File: src/mbc_pkg.sv
/*
  Constants, field layouts, states and the check-code function shared by the
  multiport bank controller.
  Assumes a 10 MHz system clock; all times are converted to cycles here.
*/
package mbc_pkg;

  // ************************************************************
  // widths and sizes
  // ************************************************************
  localparam int CHAN_AW    = 21;      // channel address bits
  localparam int BANK_AW    = 18;      // internal bank address bits
  localparam int DW         = 16;      // data bits
  localparam int CW         = 5;       // check code bits
  localparam int SW         = 21;      // stored word bits
  localparam int LIM_W      = 6;       // limit switch value, 32K units
  localparam int BLK_SHIFT  = 15;      // log2 of 32K words
  localparam int MOD_WORDS  = 32768;   // words per storage module
  localparam int MOD_MAX    = 8;       // large bank
  localparam int MOD_MIN    = 4;       // small bank
  localparam int NPORT_MAX  = 4;
  localparam int CHAIN_MAX  = 10;      // ports on one daisy-chained channel
  localparam int LOG_AW     = 9;
  localparam int LOG_DEPTH  = 512;
  localparam int CRATE_W    = 3;
  localparam int ROW_W      = 7;       // refresh row counter width
  localparam int ECC_W      = 2;
  localparam int ECC_CHK_BIT = 0;      // check enable
  localparam int ECC_INV_BIT = 1;      // write inverted check code (test)
  localparam logic [ECC_W-1:0] ECC_RST = 2'h1;

  // ************************************************************
  // timing
  // ************************************************************
  localparam int CLK_NS      = 100;
  localparam int REFRESH_NS  = 15000;
  localparam int REFRESH_CYC = (REFRESH_NS / CLK_NS < 1) ? 1 : REFRESH_NS / CLK_NS;
  localparam int STORE_CYC   = 4;      // clocks per storage cycle

  // ************************************************************
  // grant sources: ports use their index 0..3
  // ************************************************************
  localparam logic [2:0] SRC_REF  = 3'h4;
  localparam logic [2:0] SRC_TEST = 3'h5;

  // ************************************************************
  // states and codes
  // ************************************************************
  typedef enum logic [1:0] {
    ACT_SCAN_LOG  = 2'h0,
    ACT_SCAN_PORT = 2'h1,
    ACT_LOAD_ECC  = 2'h2,
    ACT_TEST      = 2'h3
  } svc_act_t;

  typedef enum logic {
    ARB_IDLE  = 1'b0,
    ARB_CYCLE = 1'b1
  } arb_st_t;

  typedef enum logic [1:0] {
    SV_IDLE = 2'h0,
    SV_SCAN = 2'h1,
    SV_TEST = 2'h3,
    SV_DONE = 2'h2
  } svc_st_t;

  // ************************************************************
  // carriers
  // ************************************************************
  typedef struct packed {
    logic               req;
    logic               we;
    logic [CHAN_AW-1:0] addr;
  } chan_addr_t;

  typedef struct packed {
    logic [DW-1:0] wdata;
  } chan_data_t;

  typedef struct packed {
    logic [LIM_W-1:0] lower_limit;
    logic [LIM_W-1:0] upper_limit;
  } port_lim_t;

  typedef struct packed {
    logic               strobe;
    logic               we;
    logic               refresh;
    logic [BANK_AW-1:0] addr;
    logic [SW-1:0]      wdata;
  } stor_req_t;

  typedef struct packed {
    logic               strobe;
    logic [1:0]         act;
    logic [1:0]         port;
    logic               we;
    logic [BANK_AW-1:0] addr;
    logic [DW-1:0]      data;
  } svc_cmd_t;

  // ************************************************************
  // check code over 16 data bits
  // ************************************************************
  function automatic logic [CW-1:0] ecc_gen(input logic [DW-1:0] d);
    logic [CW-1:0] c;
    c[0] = d[0] ^ d[1] ^ d[2] ^ d[3] ^ d[4] ^ d[6] ^ d[8] ^ d[10];
    c[1] = d[0] ^ d[2] ^ d[4] ^ d[7] ^ d[9] ^ d[10] ^ d[12] ^ d[14];
    c[2] = d[1] ^ d[2] ^ d[5] ^ d[7] ^ d[11] ^ d[12] ^ d[15];
    c[3] = d[3] ^ d[4] ^ d[5] ^ d[6] ^ d[7] ^ d[13] ^ d[14] ^ d[15];
    c[4] = d[8] ^ d[9] ^ d[10] ^ d[11] ^ d[12] ^ d[13] ^ d[14] ^ d[15];
    return c;
  endfunction

endpackage

File: src/multiport_bank_controller.sv
/*
  One memory bank: channel ports with limit decode and check code, a
  last-port-first arbiter with periodic refresh, an error log and the
  service channel actions.
  Assumes channel, limit, switch and service inputs are asynchronous pins;
  the storage array runs on sys_clk and returns read data by the last
  clock of a storage cycle.
*/
`timescale 1ns/100ps

module multiport_bank_controller
  import mbc_pkg::*;
#(
  parameter int NPORT   = NPORT_MAX,
  parameter int MODULES = MOD_MAX
) (
  input  wire logic                   sys_clk,
  input  wire logic                   nrst,
  input  wire chan_addr_t             chan_a   [NPORT],
  input  wire chan_data_t             chan_d   [NPORT],
  input  wire port_lim_t              port_lim [NPORT],
  output logic       [NPORT-1:0]      chan_ready,
  output logic       [DW-1:0]         chan_rdata [NPORT],
  output logic       [NPORT-1:0]      chan_err,
  output stor_req_t                   stor_req,
  input  wire logic  [SW-1:0]         stor_rdata,
  input  wire svc_cmd_t               svc_cmd,
  input  wire logic  [CRATE_W-1:0]    crate_sw,
  output logic       [DW-1:0]         scan_word,
  output logic                        svc_done
);

  // ************************************************************
  // elaboration checks
  // ************************************************************
  initial begin
    if (NPORT < 1 || NPORT > NPORT_MAX || NPORT > CHAIN_MAX) begin
      $error("port count out of range");
    end
    if (MODULES != MOD_MAX && MODULES != MOD_MIN) begin
      $error("module count must be 4 or 8");
    end
  end

  localparam logic [CHAN_AW-1:0] BANK_WORDS = CHAN_AW'(MODULES * MOD_WORDS);

  // ************************************************************
  // input synchronisers
  // ************************************************************
  chan_addr_t               ca_s1_r   [NPORT];
  chan_addr_t               ca_s2_r   [NPORT];
  chan_data_t               cd_s1_r   [NPORT];
  chan_data_t               cd_s2_r   [NPORT];
  port_lim_t                lim_s1_r  [NPORT];
  port_lim_t                lim_s2_r  [NPORT];
  svc_cmd_t                 svc_s1_r;
  svc_cmd_t                 svc_s2_r;
  logic                     svc_stb_d_r;
  logic [CRATE_W-1:0]       crate_s1_r;
  logic [CRATE_W-1:0]       crate_r;

  // address and data bundles are captured separately
  always_ff @(posedge sys_clk or negedge nrst) begin
    if (!nrst) begin
      for (int i = 0; i < NPORT; i++) begin
        ca_s1_r[i]  <= '0;
        ca_s2_r[i]  <= '0;
        cd_s1_r[i]  <= '0;
        cd_s2_r[i]  <= '0;
        lim_s1_r[i] <= '0;
        lim_s2_r[i] <= '0;
      end
    end else begin
      for (int i = 0; i < NPORT; i++) begin
        ca_s1_r[i]  <= chan_a[i];
        ca_s2_r[i]  <= ca_s1_r[i];
        cd_s1_r[i]  <= chan_d[i];
        cd_s2_r[i]  <= cd_s1_r[i];
        lim_s1_r[i] <= port_lim[i];
        lim_s2_r[i] <= lim_s1_r[i];
      end
    end
  end

  always_ff @(posedge sys_clk or negedge nrst) begin
    if (!nrst) begin
      svc_s1_r    <= '0;
      svc_s2_r    <= '0;
      svc_stb_d_r <= 1'b0;
      crate_s1_r  <= '0;
      crate_r     <= '0;
    end else begin
      svc_s1_r    <= svc_cmd;
      svc_s2_r    <= svc_s1_r;
      svc_stb_d_r <= svc_s2_r.strobe;
      crate_s1_r  <= crate_sw;
      crate_r     <= crate_s1_r;
    end
  end

  wire svc_go = svc_s2_r.strobe && !svc_stb_d_r;

  // ************************************************************
  // port address decode
  // ************************************************************
  logic [NPORT-1:0]         hit;
  logic [BANK_AW-1:0]       baddr [NPORT];

  always_comb begin
    logic [CHAN_AW-1:0] lo;
    logic [CHAN_AW-1:0] hi;
    logic [CHAN_AW-1:0] diff;
    lo   = '0;
    hi   = '0;
    diff = '0;
    for (int i = 0; i < NPORT; i++) begin
      lo       = {lim_s2_r[i].lower_limit, BLK_SHIFT'(0)};
      hi       = {lim_s2_r[i].upper_limit, BLK_SHIFT'(0)};
      diff     = ca_s2_r[i].addr - lo;
      baddr[i] = diff[BANK_AW-1:0];
      hit[i]   = ca_s2_r[i].req && (ca_s2_r[i].addr >= lo)
                 && (ca_s2_r[i].addr < hi) && (diff < BANK_WORDS);
    end
  end

  // ************************************************************
  // served-request flags: a port must drop its request to rearm
  // ************************************************************
  logic [NPORT-1:0]         done_r;
  logic [NPORT-1:0]         pend;
  logic [NPORT-1:0]         fin_port;

  always_ff @(posedge sys_clk or negedge nrst) begin
    if (!nrst) begin
      done_r <= '0;
    end else begin
      for (int i = 0; i < NPORT; i++) begin
        if (fin_port[i]) begin
          done_r[i] <= 1'b1;
        end else if (!ca_s2_r[i].req) begin
          done_r[i] <= 1'b0;
        end
      end
    end
  end

  assign pend = hit & ~done_r;

  // ************************************************************
  // refresh request and row counter
  // ************************************************************
  logic [$clog2(REFRESH_CYC+1)-1:0] ref_cnt_r;
  logic                     ref_pend_r;
  logic [ROW_W-1:0]         ref_row_r;
  logic                     grant_ref;
  logic                     grant_test;

  always_ff @(posedge sys_clk or negedge nrst) begin
    if (!nrst) begin
      ref_cnt_r  <= '0;
      ref_pend_r <= 1'b0;
    end else begin
      if (grant_ref) begin
        ref_pend_r <= 1'b0;
      end
      if (ref_cnt_r == $bits(ref_cnt_r)'(REFRESH_CYC - 1)) begin
        ref_cnt_r  <= '0;
        ref_pend_r <= 1'b1;
      end else begin
        ref_cnt_r  <= ref_cnt_r + 1'b1;
      end
    end
  end

  always_ff @(posedge sys_clk or negedge nrst) begin
    if (!nrst) begin
      ref_row_r <= '0;
    end else if (grant_ref) begin
      ref_row_r <= ref_row_r + 1'b1;
    end
  end

  // ************************************************************
  // priority pick
  // ************************************************************
  arb_st_t                  arb_st_r;
  logic [2:0]               last_r;
  logic                     last_v_r;
  logic                     test_pend_r;
  logic                     pick_v;
  logic [2:0]               pick;

  always_comb begin
    pick_v = 1'b0;
    pick   = '0;
    if (last_v_r && pend[last_r[1:0]]) begin
      pick_v = 1'b1;
      pick   = last_r;
    end else if (ref_pend_r) begin
      pick_v = 1'b1;
      pick   = SRC_REF;
    end else begin
      for (int i = NPORT - 1; i >= 0; i--) begin
        if (pend[i]) begin
          pick_v = 1'b1;
          pick   = 3'(i);
        end
      end
      if (!pick_v && test_pend_r) begin
        pick_v = 1'b1;
        pick   = SRC_TEST;
      end
    end
  end

  wire grant = (arb_st_r == ARB_IDLE) && pick_v;
  assign grant_ref  = grant && (pick == SRC_REF);
  assign grant_test = grant && (pick == SRC_TEST);

  // ************************************************************
  // storage cycle
  // ************************************************************
  logic [ECC_W-1:0]         ecc_ctl_r [NPORT];
  logic [2:0]               src_r;
  logic [$clog2(STORE_CYC+1)-1:0] cyc_r;
  logic                     test_fin_r;
  logic [DW-1:0]            test_rd_r;
  logic                     log_set;
  logic [LOG_AW-1:0]        log_set_a;
  logic [ECC_W-1:0]         g_ctl;
  logic [ECC_W-1:0]         c_ctl;
  logic [CW-1:0]            synd;
  logic                     cyc_end;

  always_comb begin
    g_ctl = (pick == SRC_TEST) ? ecc_ctl_r[svc_s2_r.port] : ecc_ctl_r[pick[1:0]];
    c_ctl = (src_r == SRC_TEST) ? ecc_ctl_r[svc_s2_r.port] : ecc_ctl_r[src_r[1:0]];
  end

  assign cyc_end  = (arb_st_r == ARB_CYCLE) && (cyc_r == $bits(cyc_r)'(STORE_CYC - 1));
  assign synd     = ecc_gen(stor_rdata[DW-1:0]) ^ stor_rdata[SW-1:DW];
  assign log_set  = cyc_end && !stor_req.we && !stor_req.refresh
                    && c_ctl[ECC_CHK_BIT] && (synd != '0);
  assign log_set_a = {stor_req.addr[BANK_AW-1:BLK_SHIFT-1], synd};

  always_comb begin
    for (int i = 0; i < NPORT; i++) begin
      fin_port[i] = cyc_end && (src_r == 3'(i));
    end
  end

  always_ff @(posedge sys_clk or negedge nrst) begin
    if (!nrst) begin
      arb_st_r <= ARB_IDLE;
      stor_req <= '0;
      src_r    <= '0;
      cyc_r    <= '0;
      last_r   <= '0;
      last_v_r <= 1'b0;
    end else begin
      case (arb_st_r)
        ARB_IDLE: begin
          if (grant) begin
            arb_st_r       <= ARB_CYCLE;
            src_r          <= pick;
            cyc_r          <= '0;
            stor_req.strobe  <= 1'b1;
            stor_req.refresh <= (pick == SRC_REF);
            if (pick == SRC_REF) begin
              stor_req.we    <= 1'b0;
              stor_req.addr  <= BANK_AW'(ref_row_r);
              stor_req.wdata <= '0;
            end else if (pick == SRC_TEST) begin
              stor_req.we    <= svc_s2_r.we;
              stor_req.addr  <= svc_s2_r.addr;
              stor_req.wdata <= {ecc_gen(svc_s2_r.data) ^ {CW{g_ctl[ECC_INV_BIT]}}, svc_s2_r.data};
            end else begin
              stor_req.we    <= ca_s2_r[pick[1:0]].we;
              stor_req.addr  <= baddr[pick[1:0]];
              stor_req.wdata <= {ecc_gen(cd_s2_r[pick[1:0]].wdata) ^ {CW{g_ctl[ECC_INV_BIT]}},
                                 cd_s2_r[pick[1:0]].wdata};
              last_r         <= pick;
              last_v_r       <= 1'b1;
            end
          end
        end
        ARB_CYCLE: begin
          cyc_r <= cyc_r + 1'b1;
          if (cyc_end) begin
            arb_st_r        <= ARB_IDLE;
            stor_req.strobe <= 1'b0;
          end
        end
        default: begin
          arb_st_r <= ARB_IDLE;
        end
      endcase
    end
  end

  // ************************************************************
  // channel answers
  // ************************************************************
  logic [NPORT-1:0]         port_err_r;

  always_ff @(posedge sys_clk or negedge nrst) begin
    if (!nrst) begin
      chan_ready <= '0;
      chan_err   <= '0;
      port_err_r <= '0;
      test_fin_r <= 1'b0;
      test_rd_r  <= '0;
      for (int i = 0; i < NPORT; i++) begin
        chan_rdata[i] <= '0;
      end
    end else begin
      test_fin_r <= cyc_end && (src_r == SRC_TEST);
      if (cyc_end && (src_r == SRC_TEST)) begin
        test_rd_r <= stor_rdata[DW-1:0];
      end
      for (int i = 0; i < NPORT; i++) begin
        chan_ready[i] <= fin_port[i];
        chan_err[i]   <= fin_port[i] && log_set;
        if (fin_port[i] && !stor_req.we) begin
          chan_rdata[i] <= stor_rdata[DW-1:0];
        end
        if (fin_port[i] && log_set) begin
          port_err_r[i] <= 1'b1;
        end
      end
    end
  end

  // ************************************************************
  // error log
  // ************************************************************
  logic [LOG_DEPTH-1:0]     log_r;
  logic                     log_clr;
  logic [LOG_AW-1:0]        scan_ptr_r;

  // clear first so a simultaneous new error stays recorded
  always_ff @(posedge sys_clk or negedge nrst) begin
    if (!nrst) begin
      log_r <= '0;
    end else begin
      if (log_clr) begin
        log_r[scan_ptr_r] <= 1'b0;
      end
      if (log_set) begin
        log_r[log_set_a] <= 1'b1;
      end
    end
  end

  // ************************************************************
  // service channel actions
  // ************************************************************
  svc_st_t                  svc_st_r;

  assign log_clr = (svc_st_r == SV_SCAN) && log_r[scan_ptr_r];

  always_ff @(posedge sys_clk or negedge nrst) begin
    if (!nrst) begin
      svc_st_r    <= SV_IDLE;
      scan_ptr_r  <= '0;
      scan_word   <= '0;
      svc_done    <= 1'b0;
      test_pend_r <= 1'b0;
      for (int i = 0; i < NPORT; i++) begin
        ecc_ctl_r[i] <= ECC_RST;
      end
    end else begin
      svc_done <= 1'b0;
      if (grant_test) begin
        test_pend_r <= 1'b0;
      end
      case (svc_st_r)
        SV_IDLE: begin
          if (svc_go) begin
            case (svc_act_t'(svc_s2_r.act))
              ACT_SCAN_LOG: begin
                scan_ptr_r <= '0;
                svc_st_r   <= SV_SCAN;
              end
              ACT_SCAN_PORT: begin
                scan_word <= '0;
                if (32'(svc_s2_r.port) < NPORT) begin
                  scan_word <= {2'h0, 1'b1, port_err_r[svc_s2_r.port],
                                lim_s2_r[svc_s2_r.port]};
                end
                svc_st_r <= SV_DONE;
              end
              ACT_LOAD_ECC: begin
                if (32'(svc_s2_r.port) < NPORT) begin
                  ecc_ctl_r[svc_s2_r.port] <= svc_s2_r.data[ECC_W-1:0];
                end
                svc_st_r <= SV_DONE;
              end
              ACT_TEST: begin
                test_pend_r <= 1'b1;
                svc_st_r    <= SV_TEST;
              end
              default: begin
                svc_st_r <= SV_DONE;
              end
            endcase
          end
        end
        SV_SCAN: begin
          if (log_r[scan_ptr_r]) begin
            scan_word <= {3'h0, 1'b1, crate_r, scan_ptr_r};
            svc_st_r  <= SV_DONE;
          end else if (scan_ptr_r == LOG_AW'(LOG_DEPTH - 1)) begin
            scan_word <= {3'h0, 1'b0, crate_r, LOG_AW'(0)};
            svc_st_r  <= SV_DONE;
          end else begin
            scan_ptr_r <= scan_ptr_r + 1'b1;
          end
        end
        SV_TEST: begin
          if (test_fin_r) begin
            scan_word <= test_rd_r;
            svc_st_r  <= SV_DONE;
          end
        end
        SV_DONE: begin
          svc_done <= 1'b1;
          svc_st_r <= SV_IDLE;
        end
        default: begin
          svc_st_r <= SV_IDLE;
        end
      endcase
    end
  end

endmodule

File: config.mk
export PLATFORM = sky130hd
export DESIGN_NAME = multiport_bank_controller
export DESIGN_NICKNAME = d
export VERILOG_FILES = /design/src/mbc_pkg.sv /design/src/multiport_bank_controller.sv
export SDC_FILE = /design/constraint.sdc
export NUM_CORES = 2
export LEC_CHECK = 0
export CAP_MARGIN = 20
export CORE_MARGIN = 10
export CORE_UTILIZATION = 30
export DETAILED_ROUTE_END_ITERATION = 10
export DONT_BUFFER_PORTS = 1
export HOLD_SLACK_MARGIN = 0.08
export SLEW_MARGIN = 20
export SYNTH_ARGS = -nofsm -noshare
export SYNTH_HDL_FRONTEND = slang
export SYNTH_SLANG_ARGS = --single-unit
File: constraint.sdc
create_clock -name sys_clk -period 5.7 [get_ports sys_clk]
set_clock_uncertainty 0.2 [all_clocks]
set_input_delay 1.71 -clock sys_clk [delete_from_list [all_inputs] [get_ports sys_clk]]
set_output_delay 1.71 -clock sys_clk [all_outputs]
set_load 0.03 [all_outputs]
After elaboration in Yosys (flattened, before gate mapping)

Cells that the tools add are included.

Input bits: 270
Word-level logic and storage cells: 434
Register bits after elaboration: 1210

Reductions and logical operators: 59
$lt $le $gt $ge: 22
Mux-type cells: 99
$add $sub $neg: 8
Bitwise operators: 116
Equal/unequal tests: 28

Operators with widths:

| operator                                             | number |
|---|---|
| two-way mux 512 bit                                  | 2 |
| bitwise AND 512 bit                                  | 1 |
| NOT 512 bit                                          | 1 |
| bitwise OR 512 bit                                   | 1 |
| two-way mux 16 bit                                   | 7 |
| bitwise XOR 1 bit                                    | 102 |
| greater-or-equal comparator 21 bit                   | 4 |
| < comparator 21 x 19 -> 1 bit, second input constant | 4 |
| < comparator 21 bit                                  | 4 |
| subtractor 21 bit                                    | 4 |
| two-way mux 39 bit                                   | 2 |
| one-hot mux 16 bit (3 select lines)                  | 1 |
| binary-select mux 23 bit (select 2 bit)              | 1 |
| two-way mux 22 bit                                   | 2 |
| two-way mux 42 bit                                   | 1 |
| logical AND 1 bit                                    | 40 |
| two-way mux 1 bit                                    | 37 |
| binary-select mux 18 bit (select 2 bit)              | 1 |
| two-way mux 18 bit                                   | 2 |
| two-way mux 9 bit                                    | 4 |
| binary-select mux 16 bit (select 2 bit)              | 1 |
| binary-select mux 12 bit (select 2 bit)              | 1 |
| two-way mux 12 bit                                   | 2 |
| two-way mux 2 bit                                    | 11 |
| other kinds (48)                                     | 96 |

Depth between registers and ports, before layout

Depth in word-level cells: 32
Depth in mapped cells: 21
Gate-level depth less buffers: 17

Least setup slack after synthesis

No wires, ideal clock.

Kind: reg2reg
Start: register ca_s2_r[15] (netlist bit)
End: register stor_req[19] (netlist bit)
Setup time: 0.125 ns
Setup slack: 1.487 ns
Data arrival time: 3.888 ns
Stages on the path, launching flop included: 18
Data required time: 5.375 ns
Path buffers: 1
Path through: dfrtp_1 -> inv_1 -> ha_1 -> inv_1 -> fa_1 -> or3_1 -> o211ai_1 -> a211oi_1 -> nor3_2 -> o221ai_2 -> nand2_4 -> buf_4 -> mux2i_1 -> xnor2_1 -> a21oi_1 -> xor2_1 -> xnor2_1 -> mux2_2

Cells in the longest elaborated chain, start to end: 30
Elaborated cells on any way between the ends: 52

RTL lines:

| what                                                      | line                                                               | text |
|---|---|---|
| start, declared                                           | multiport_bank_controller.sv:51                                    | `chan_addr_t ca_s2_r [NPORT];` |
| start signal, assigned by index                           | multiport_bank_controller.sv:76                                    | `ca_s2_r[i] <= ca_s1_r[i];` |
| branches (longest 3 deep; another with subtractor 21 bit) | --                                                                 |  |
| logical AND 1 bit *                                       | multiport_bank_controller.sv:122                                   | `&& (ca_s2_r[i].addr < hi) && (diff < BANK_WORDS);` |
| bitwise AND 4 bit *                                       | multiport_bank_controller.sv:147                                   | `assign pend = hit & ~done_r;` |
| two-way mux 1 bit (4 in series)                           | multiport_bank_controller.sv:204                                   | `if (pend[i]) begin` |
| two-way mux 1 bit                                         | multiport_bank_controller.sv:199                                   | `end else if (ref_pend_r) begin` |
| two-way mux 1 bit                                         | multiport_bank_controller.sv:196                                   | `if (last_v_r && pend[last_r[1:0]]) begin` |
| logical NOT 1 bit                                         | multiport_bank_controller.sv:209                                   | `if (!pick_v && test_pend_r) begin` |
| logical AND 1 bit                                         | multiport_bank_controller.sv:209                                   |  |
| (+2 left out)                                             | --                                                                 |  |
| two-way mux 3 bit                                         | multiport_bank_controller.sv:196                                   |  |
| NOT 2 -> 3 bit (not written as such)                      | multiport_bank_controller.sv:236, multiport_bank_controller.sv:280 |  |
| binary-select mux 16 bit (select 2 bit)                   | multiport_bank_controller.sv:280                                   | `stor_req.wdata <= {ecc_gen(cd_s2_r[pick[1:0]].wdata) ^ {CW{g_ctl[ECC_INV_BIT]}},` |
| two-way mux 16 bit (not written as such) (2 in series)    | multiport_bank_controller.sv:280                                   |  |
| bitwise XOR 1 bit (7 in series)                           | mbc_pkg.sv:111                                                     | `c[3] = d[3] ^ d[4] ^ d[5] ^ d[6] ^ d[7] ^ d[13] ^ d[14] ^ d[15];` |
| bitwise XOR 5 bit                                         | multiport_bank_controller.sv:280                                   |  |
| two-way mux 39 bit                                        | multiport_bank_controller.sv:273                                   | `end else if (pick == SRC_TEST) begin` |
| two-way mux 39 bit                                        | multiport_bank_controller.sv:269                                   | `if (pick == SRC_REF) begin` |
| end, declared                                             | multiport_bank_controller.sv:25                                    | `output stor_req_t stor_req,` |

Every way passes the cells marked *. The select of a mux whose other input is x is not followed.
A chain may end at the register's enable or synchronous reset.

Worst setup path in the final report

Start: register scan_ptr_r[0]
End: register log_r[158]

Cells in the longest elaborated chain, start to end: 9
Elaborated cells on any way between the ends: 13

RTL lines:

| what                                                                                                                    | line                             | text |
|---|---|---|
| start, declared                                                                                                         | multiport_bank_controller.sv:339 | `logic [LOG_AW-1:0] scan_ptr_r;` |
| start signal, assigned                                                                                                  | multiport_bank_controller.sv:417 | `scan_ptr_r <= scan_ptr_r + 1'b1;` |
| < comparator 9 x 10 -> 1 bit (not written as such) / greater-or-equal comparator 9 x 1 -> 1 bit (equally long branches) | multiport_bank_controller.sv:347 | `log_r[scan_ptr_r] <= 1'b0;` |
| logical AND 1 bit (not written as such)                                                                                 | multiport_bank_controller.sv:347 |  |
| two-way mux 1 bit (not written as such)                                                                                 | multiport_bank_controller.sv:347 |  |
| demux 1 bit (select 9 bit)                                                                                              | multiport_bank_controller.sv:347 |  |
| NOT 512 bit (no source line)                                                                                            | --                               |  |
| bitwise AND 512 bit (no source line)                                                                                    | --                               |  |
| two-way mux 512 bit *                                                                                                   | multiport_bank_controller.sv:346 | `if (log_clr) begin` |
| bitwise OR 512 bit (no source line)                                                                                     | --                               |  |
| two-way mux 512 bit *                                                                                                   | multiport_bank_controller.sv:349 | `if (log_set) begin` |
| end signal, assigned                                                                                                    | multiport_bank_controller.sv:344 | `log_r <= '0;` |
| end signal, assigned by index                                                                                           | multiport_bank_controller.sv:347 |  |
| end signal, assigned by index                                                                                           | multiport_bank_controller.sv:350 | `log_r[log_set_a] <= 1'b1;` |
| end, declared                                                                                                           | multiport_bank_controller.sv:337 | `logic [LOG_DEPTH-1:0] log_r;` |

Every way passes the cells marked *; elsewhere a longest branch is shown, timed or not. The select of a mux whose other input is x is not followed.

==> impl_metrics.env <==
export IMPL_layout_common_cells="1202 x dfrtp_1, 1043 x o21ai_0, 332 x nand2_1"
export IMPL_grt_pass1_vias=33970
export IMPL_ir_drop_uv=347.7
export IMPL_slew_headroom_pct=22.96
export IMPL_clk_latency_ps=780
export IMPL_crit_family="multiplexers"
export IMPL_synth_top_cell_by_area="dfrtp_1"
export IMPL_tns_ps=0
export IMPL_grt_overflow_total=0
export IMPL_drcViolationCount=0
export IMPL_core_mm2=0.1644
export IMPL_p_per_area_mw_per_mm2=406.1
export IMPL_row_count=149
export IMPL_die_y_um=426.2
export IMPL_worstPathArrival_ps=5700
export IMPL_crit_required_ps=6150
export IMPL_hold_violations=0
export IMPL_max_freq_ghz=0.1907
export IMPL_h_tree_depth=3
export IMPL_ys_seq_area_share_pct=61.17
export IMPL_status="finished, final reports clean"
export IMPL_die_area_mm2=0.1817
export IMPL_routed_wl_um=159600
export IMPL_postCtsSetupRepairBufs=0
export IMPL_dr_total_vias=33710
export IMPL_hpwl_um=109200
export IMPL_routedWlPerCell_um=25.19
export IMPL_clkTransAtPathRegs_ps=70
export IMPL_critPathMaxFanout=32
export IMPL_syn_cell_area_mm2=0.04951
export IMPL_fin_nets=4358
export IMPL_cp_end_kind="flip-flop"
export IMPL_hold_path_class="flip-flop to flip-flop"
export IMPL_whs_endpoint="cd_s2_r[24]$_DFF_PN0_"
export IMPL_worst_hold_slack_ps=118.8
export IMPL_gp_congestion=0.8887
export IMPL_io_pins=401
export IMPL_final_common_cell="dfrtp_1"
export IMPL_critPathLaunchType="flip-flop"
export IMPL_min_period_ps=5244
export IMPL_r2r_start="scan_ptr_r[0]$_DFFE_PN0P_"
export IMPL_syn_num_nets=4418
export IMPL_worstMarginPinSlew_ps=1147
export IMPL_synth_cell_types=84
export IMPL_synth_area_top_cells="dfrtp_1 61%, o21ai_0 11%, mux4_2 8.1%, nand2_1 2.5%, mux2_2 1.9%"
export IMPL_drtIter0Drc=3029
export IMPL_max_stage_delay_ps=880
export IMPL_period_share_pct=92.00
export IMPL_worst_path_buf_inv=2
export IMPL_fp_dieW_um=426.2
export IMPL_crit_slowest_cell="dfrtp_4"
export IMPL_ys_seq_elements=1210
export IMPL_area_delta_synth_final_pct=14.13
export IMPL_max_cap_violations=0
export IMPL_dpl_worst_slack_ps=581.6
export IMPL_r2r_cells=11
export IMPL_holdCritStartpoint="cd_s1_r[24]$_DFF_PN0_"
export IMPL_final_max_slew_viol_count=0
export IMPL_fin_ws_ps=455.9
export IMPL_initial_core_util_pct=30.11
export IMPL_synth_top_area_share_pct=60.96
export IMPL_viasPerCell=5.322
export IMPL_cts_tree="done"
export IMPL_synthCells=4085
export IMPL_grt_pass1_wl_um=234400
export IMPL_firstDrtPassIters=6
export IMPL_grt_max_degree=212
export IMPL_p_leak_uw=0.02101
export IMPL_drive_gt1_share_pct=15.17
export IMPL_ant_nets=0
export IMPL_ys_warn_count=0
export IMPL_cts_max_path_buffers=3
export IMPL_synth_ff_type="dfrtp_1"
export IMPL_avgSynthCellArea_um2=12.12
export IMPL_antenna_found_initial=48
export IMPL_setup_viol=0
export IMPL_synth_edf_count=0
export IMPL_min_path_cells=0
export IMPL_post_cts_resized=0
export IMPL_r2r_end="log_r[158]$_DFF_PN0_"
export IMPL_io_buffers=0
export IMPL_crit_top_cell="mux4_2"
export IMPL_rsz0062_at_grt="no"
export IMPL_postCtsHoldBufs=0
export IMPL_total_power_uw=22950
export IMPL_rrSetupSlack_ps=460
export IMPL_grtUsageTotal_pct=17.09
export IMPL_async_flop_share_pct=100.0
export IMPL_utilization_pct=34.36
export IMPL_path_cells="buf_12 > mux4_2 > mux4_2 > mux4_2 > mux2_2 > a311o_1 > and2_1 > nand3_1 > buf_4 > o21ai_0 > o21ai_0"
export IMPL_cts_sinks=1210
export IMPL_numCtsBuffers=116
export IMPL_worstSetupPathType="flip-flop to flip-flop"
export IMPL_root_buffer="clkbuf_16"
cell usage after synthesis (12+ instances only):
library cell,number
dfrtp_1,1206
o21ai_0,1044
nand2_1,334
clkbuf_1,203
mux4_2,179
nor2_1,112
xnor2_1,93
mux2_2,84
nand3_1,81
inv_1,78
ha_1,59
buf_2,50
a21oi_1,49
mux2i_1,41
xor2_1,38
o21ai_1,37
clkbuf_2,26
o211ai_1,26
a211oi_1,25
nand4_1,20
nor3b_1,20
o21a_1,20
nor3_1,17
and2_1,15
and3_1,14
buf_1,13
nor2b_1,13
a21o_1,12
a221o_1,12
nor4_1,12
flip-flops by register name, indices dropped and copies added, names as in the netlist, 7 cells and up:
register	cells
test_rd_r	16
stor_req	42
ecc_ctl_r	8
lim_s2_r	48
ref_row_r	7
svc_s1_r	40
ref_cnt_r	8
scan_word	16
lim_s1_r	48
svc_s2_r	40
cd_s1_r	64
scan_ptr_r	9
ca_s1_r	92
log_r	512
chan_rdata	64
cd_s2_r	64
ca_s2_r	92
per-layer routing:
metal  vias up  global-route usage (%)  wire length, um
met3       352                   4.468            12760
met4        40                   8.590             8810
met2      1464                   28.81            78370
met5         -                       0              246
li1      14460                       -                -
met1     17400                   20.11            59400
worst register-to-register path, stage by stage (launching register included):
cell and delay (ps):
dfrtp_4 880, buf_12 370, mux4_2 560, mux4_2 560, mux4_2 540, mux2_2 310
a311o_1 530, and2_1 350, nand3_1 160, buf_4 370, o21ai_0 170, o21ai_0 90
power by group:
group	leakage, uW	switching, uW	internal [uW]
registers	0.0129	1430	9210
clock network	0.00198	3470	4720
logic	0.00617	2510	1600
metrics by stage:
stage / instances / instance area [um^2]
global placement: 6095 / 52350
floorplan: 4085 / 49510
global route: 6322 / 56470
CTS: 6309 / 56410
finish: 6334 / 56500
detailed placement: 6095 / 52350
final cells by class:
type,instances,area (um^2)
repair buffers,122,1356
multi-input cells,2496,17700
clock buffers,158,3282
clock inverters,56,775.7
well taps,2189,2739
flip-flops and latches,1210,30290
diodes,24,60.06
fillers,16090,107900
inverters,79,296.5
cell families after synthesis:
group	after synthesis	synth area share (%)
AO/OA/AOI/OAI	1300	14.16
buffers and inverters	379	3.172
multiplexers	304	10.88
AND/OR/NAND/NOR	698	6.647
flip-flops	1210	61.17
adder cells (fa/ha/maj)	63	1.653
XOR/XNOR	131	2.318
worst max-delay path by stage:
stage | start | end | slack (ps) | cells after the start
after detailed placement | scan_ptr_r[0]$_DFFE_PN0P_ | log_r[443]$_DFF_PN0_ | 580 | 11
after global placement | lim_s2_r[31]$_DFF_PN0_ | stor_req[19]$_DFFE_PN0P_ | 640 | 16
final | scan_ptr_r[0]$_DFFE_PN0P_ | log_r[158]$_DFF_PN0_ | 460 | 11
after floorplan | ca_s2_r[15]$_DFF_PN0_ | stor_req[19]$_DFFE_PN0P_ | 1490 | 17
after CTS | scan_ptr_r[0]$_DFFE_PN0P_ | log_r[158]$_DFF_PN0_ | 530 | 11
after global routing | scan_ptr_r[0]$_DFFE_PN0P_ | log_r[446]$_DFF_PN0_ | 270 | 11
No activity file was read; power rests on OpenSTA's default activity.
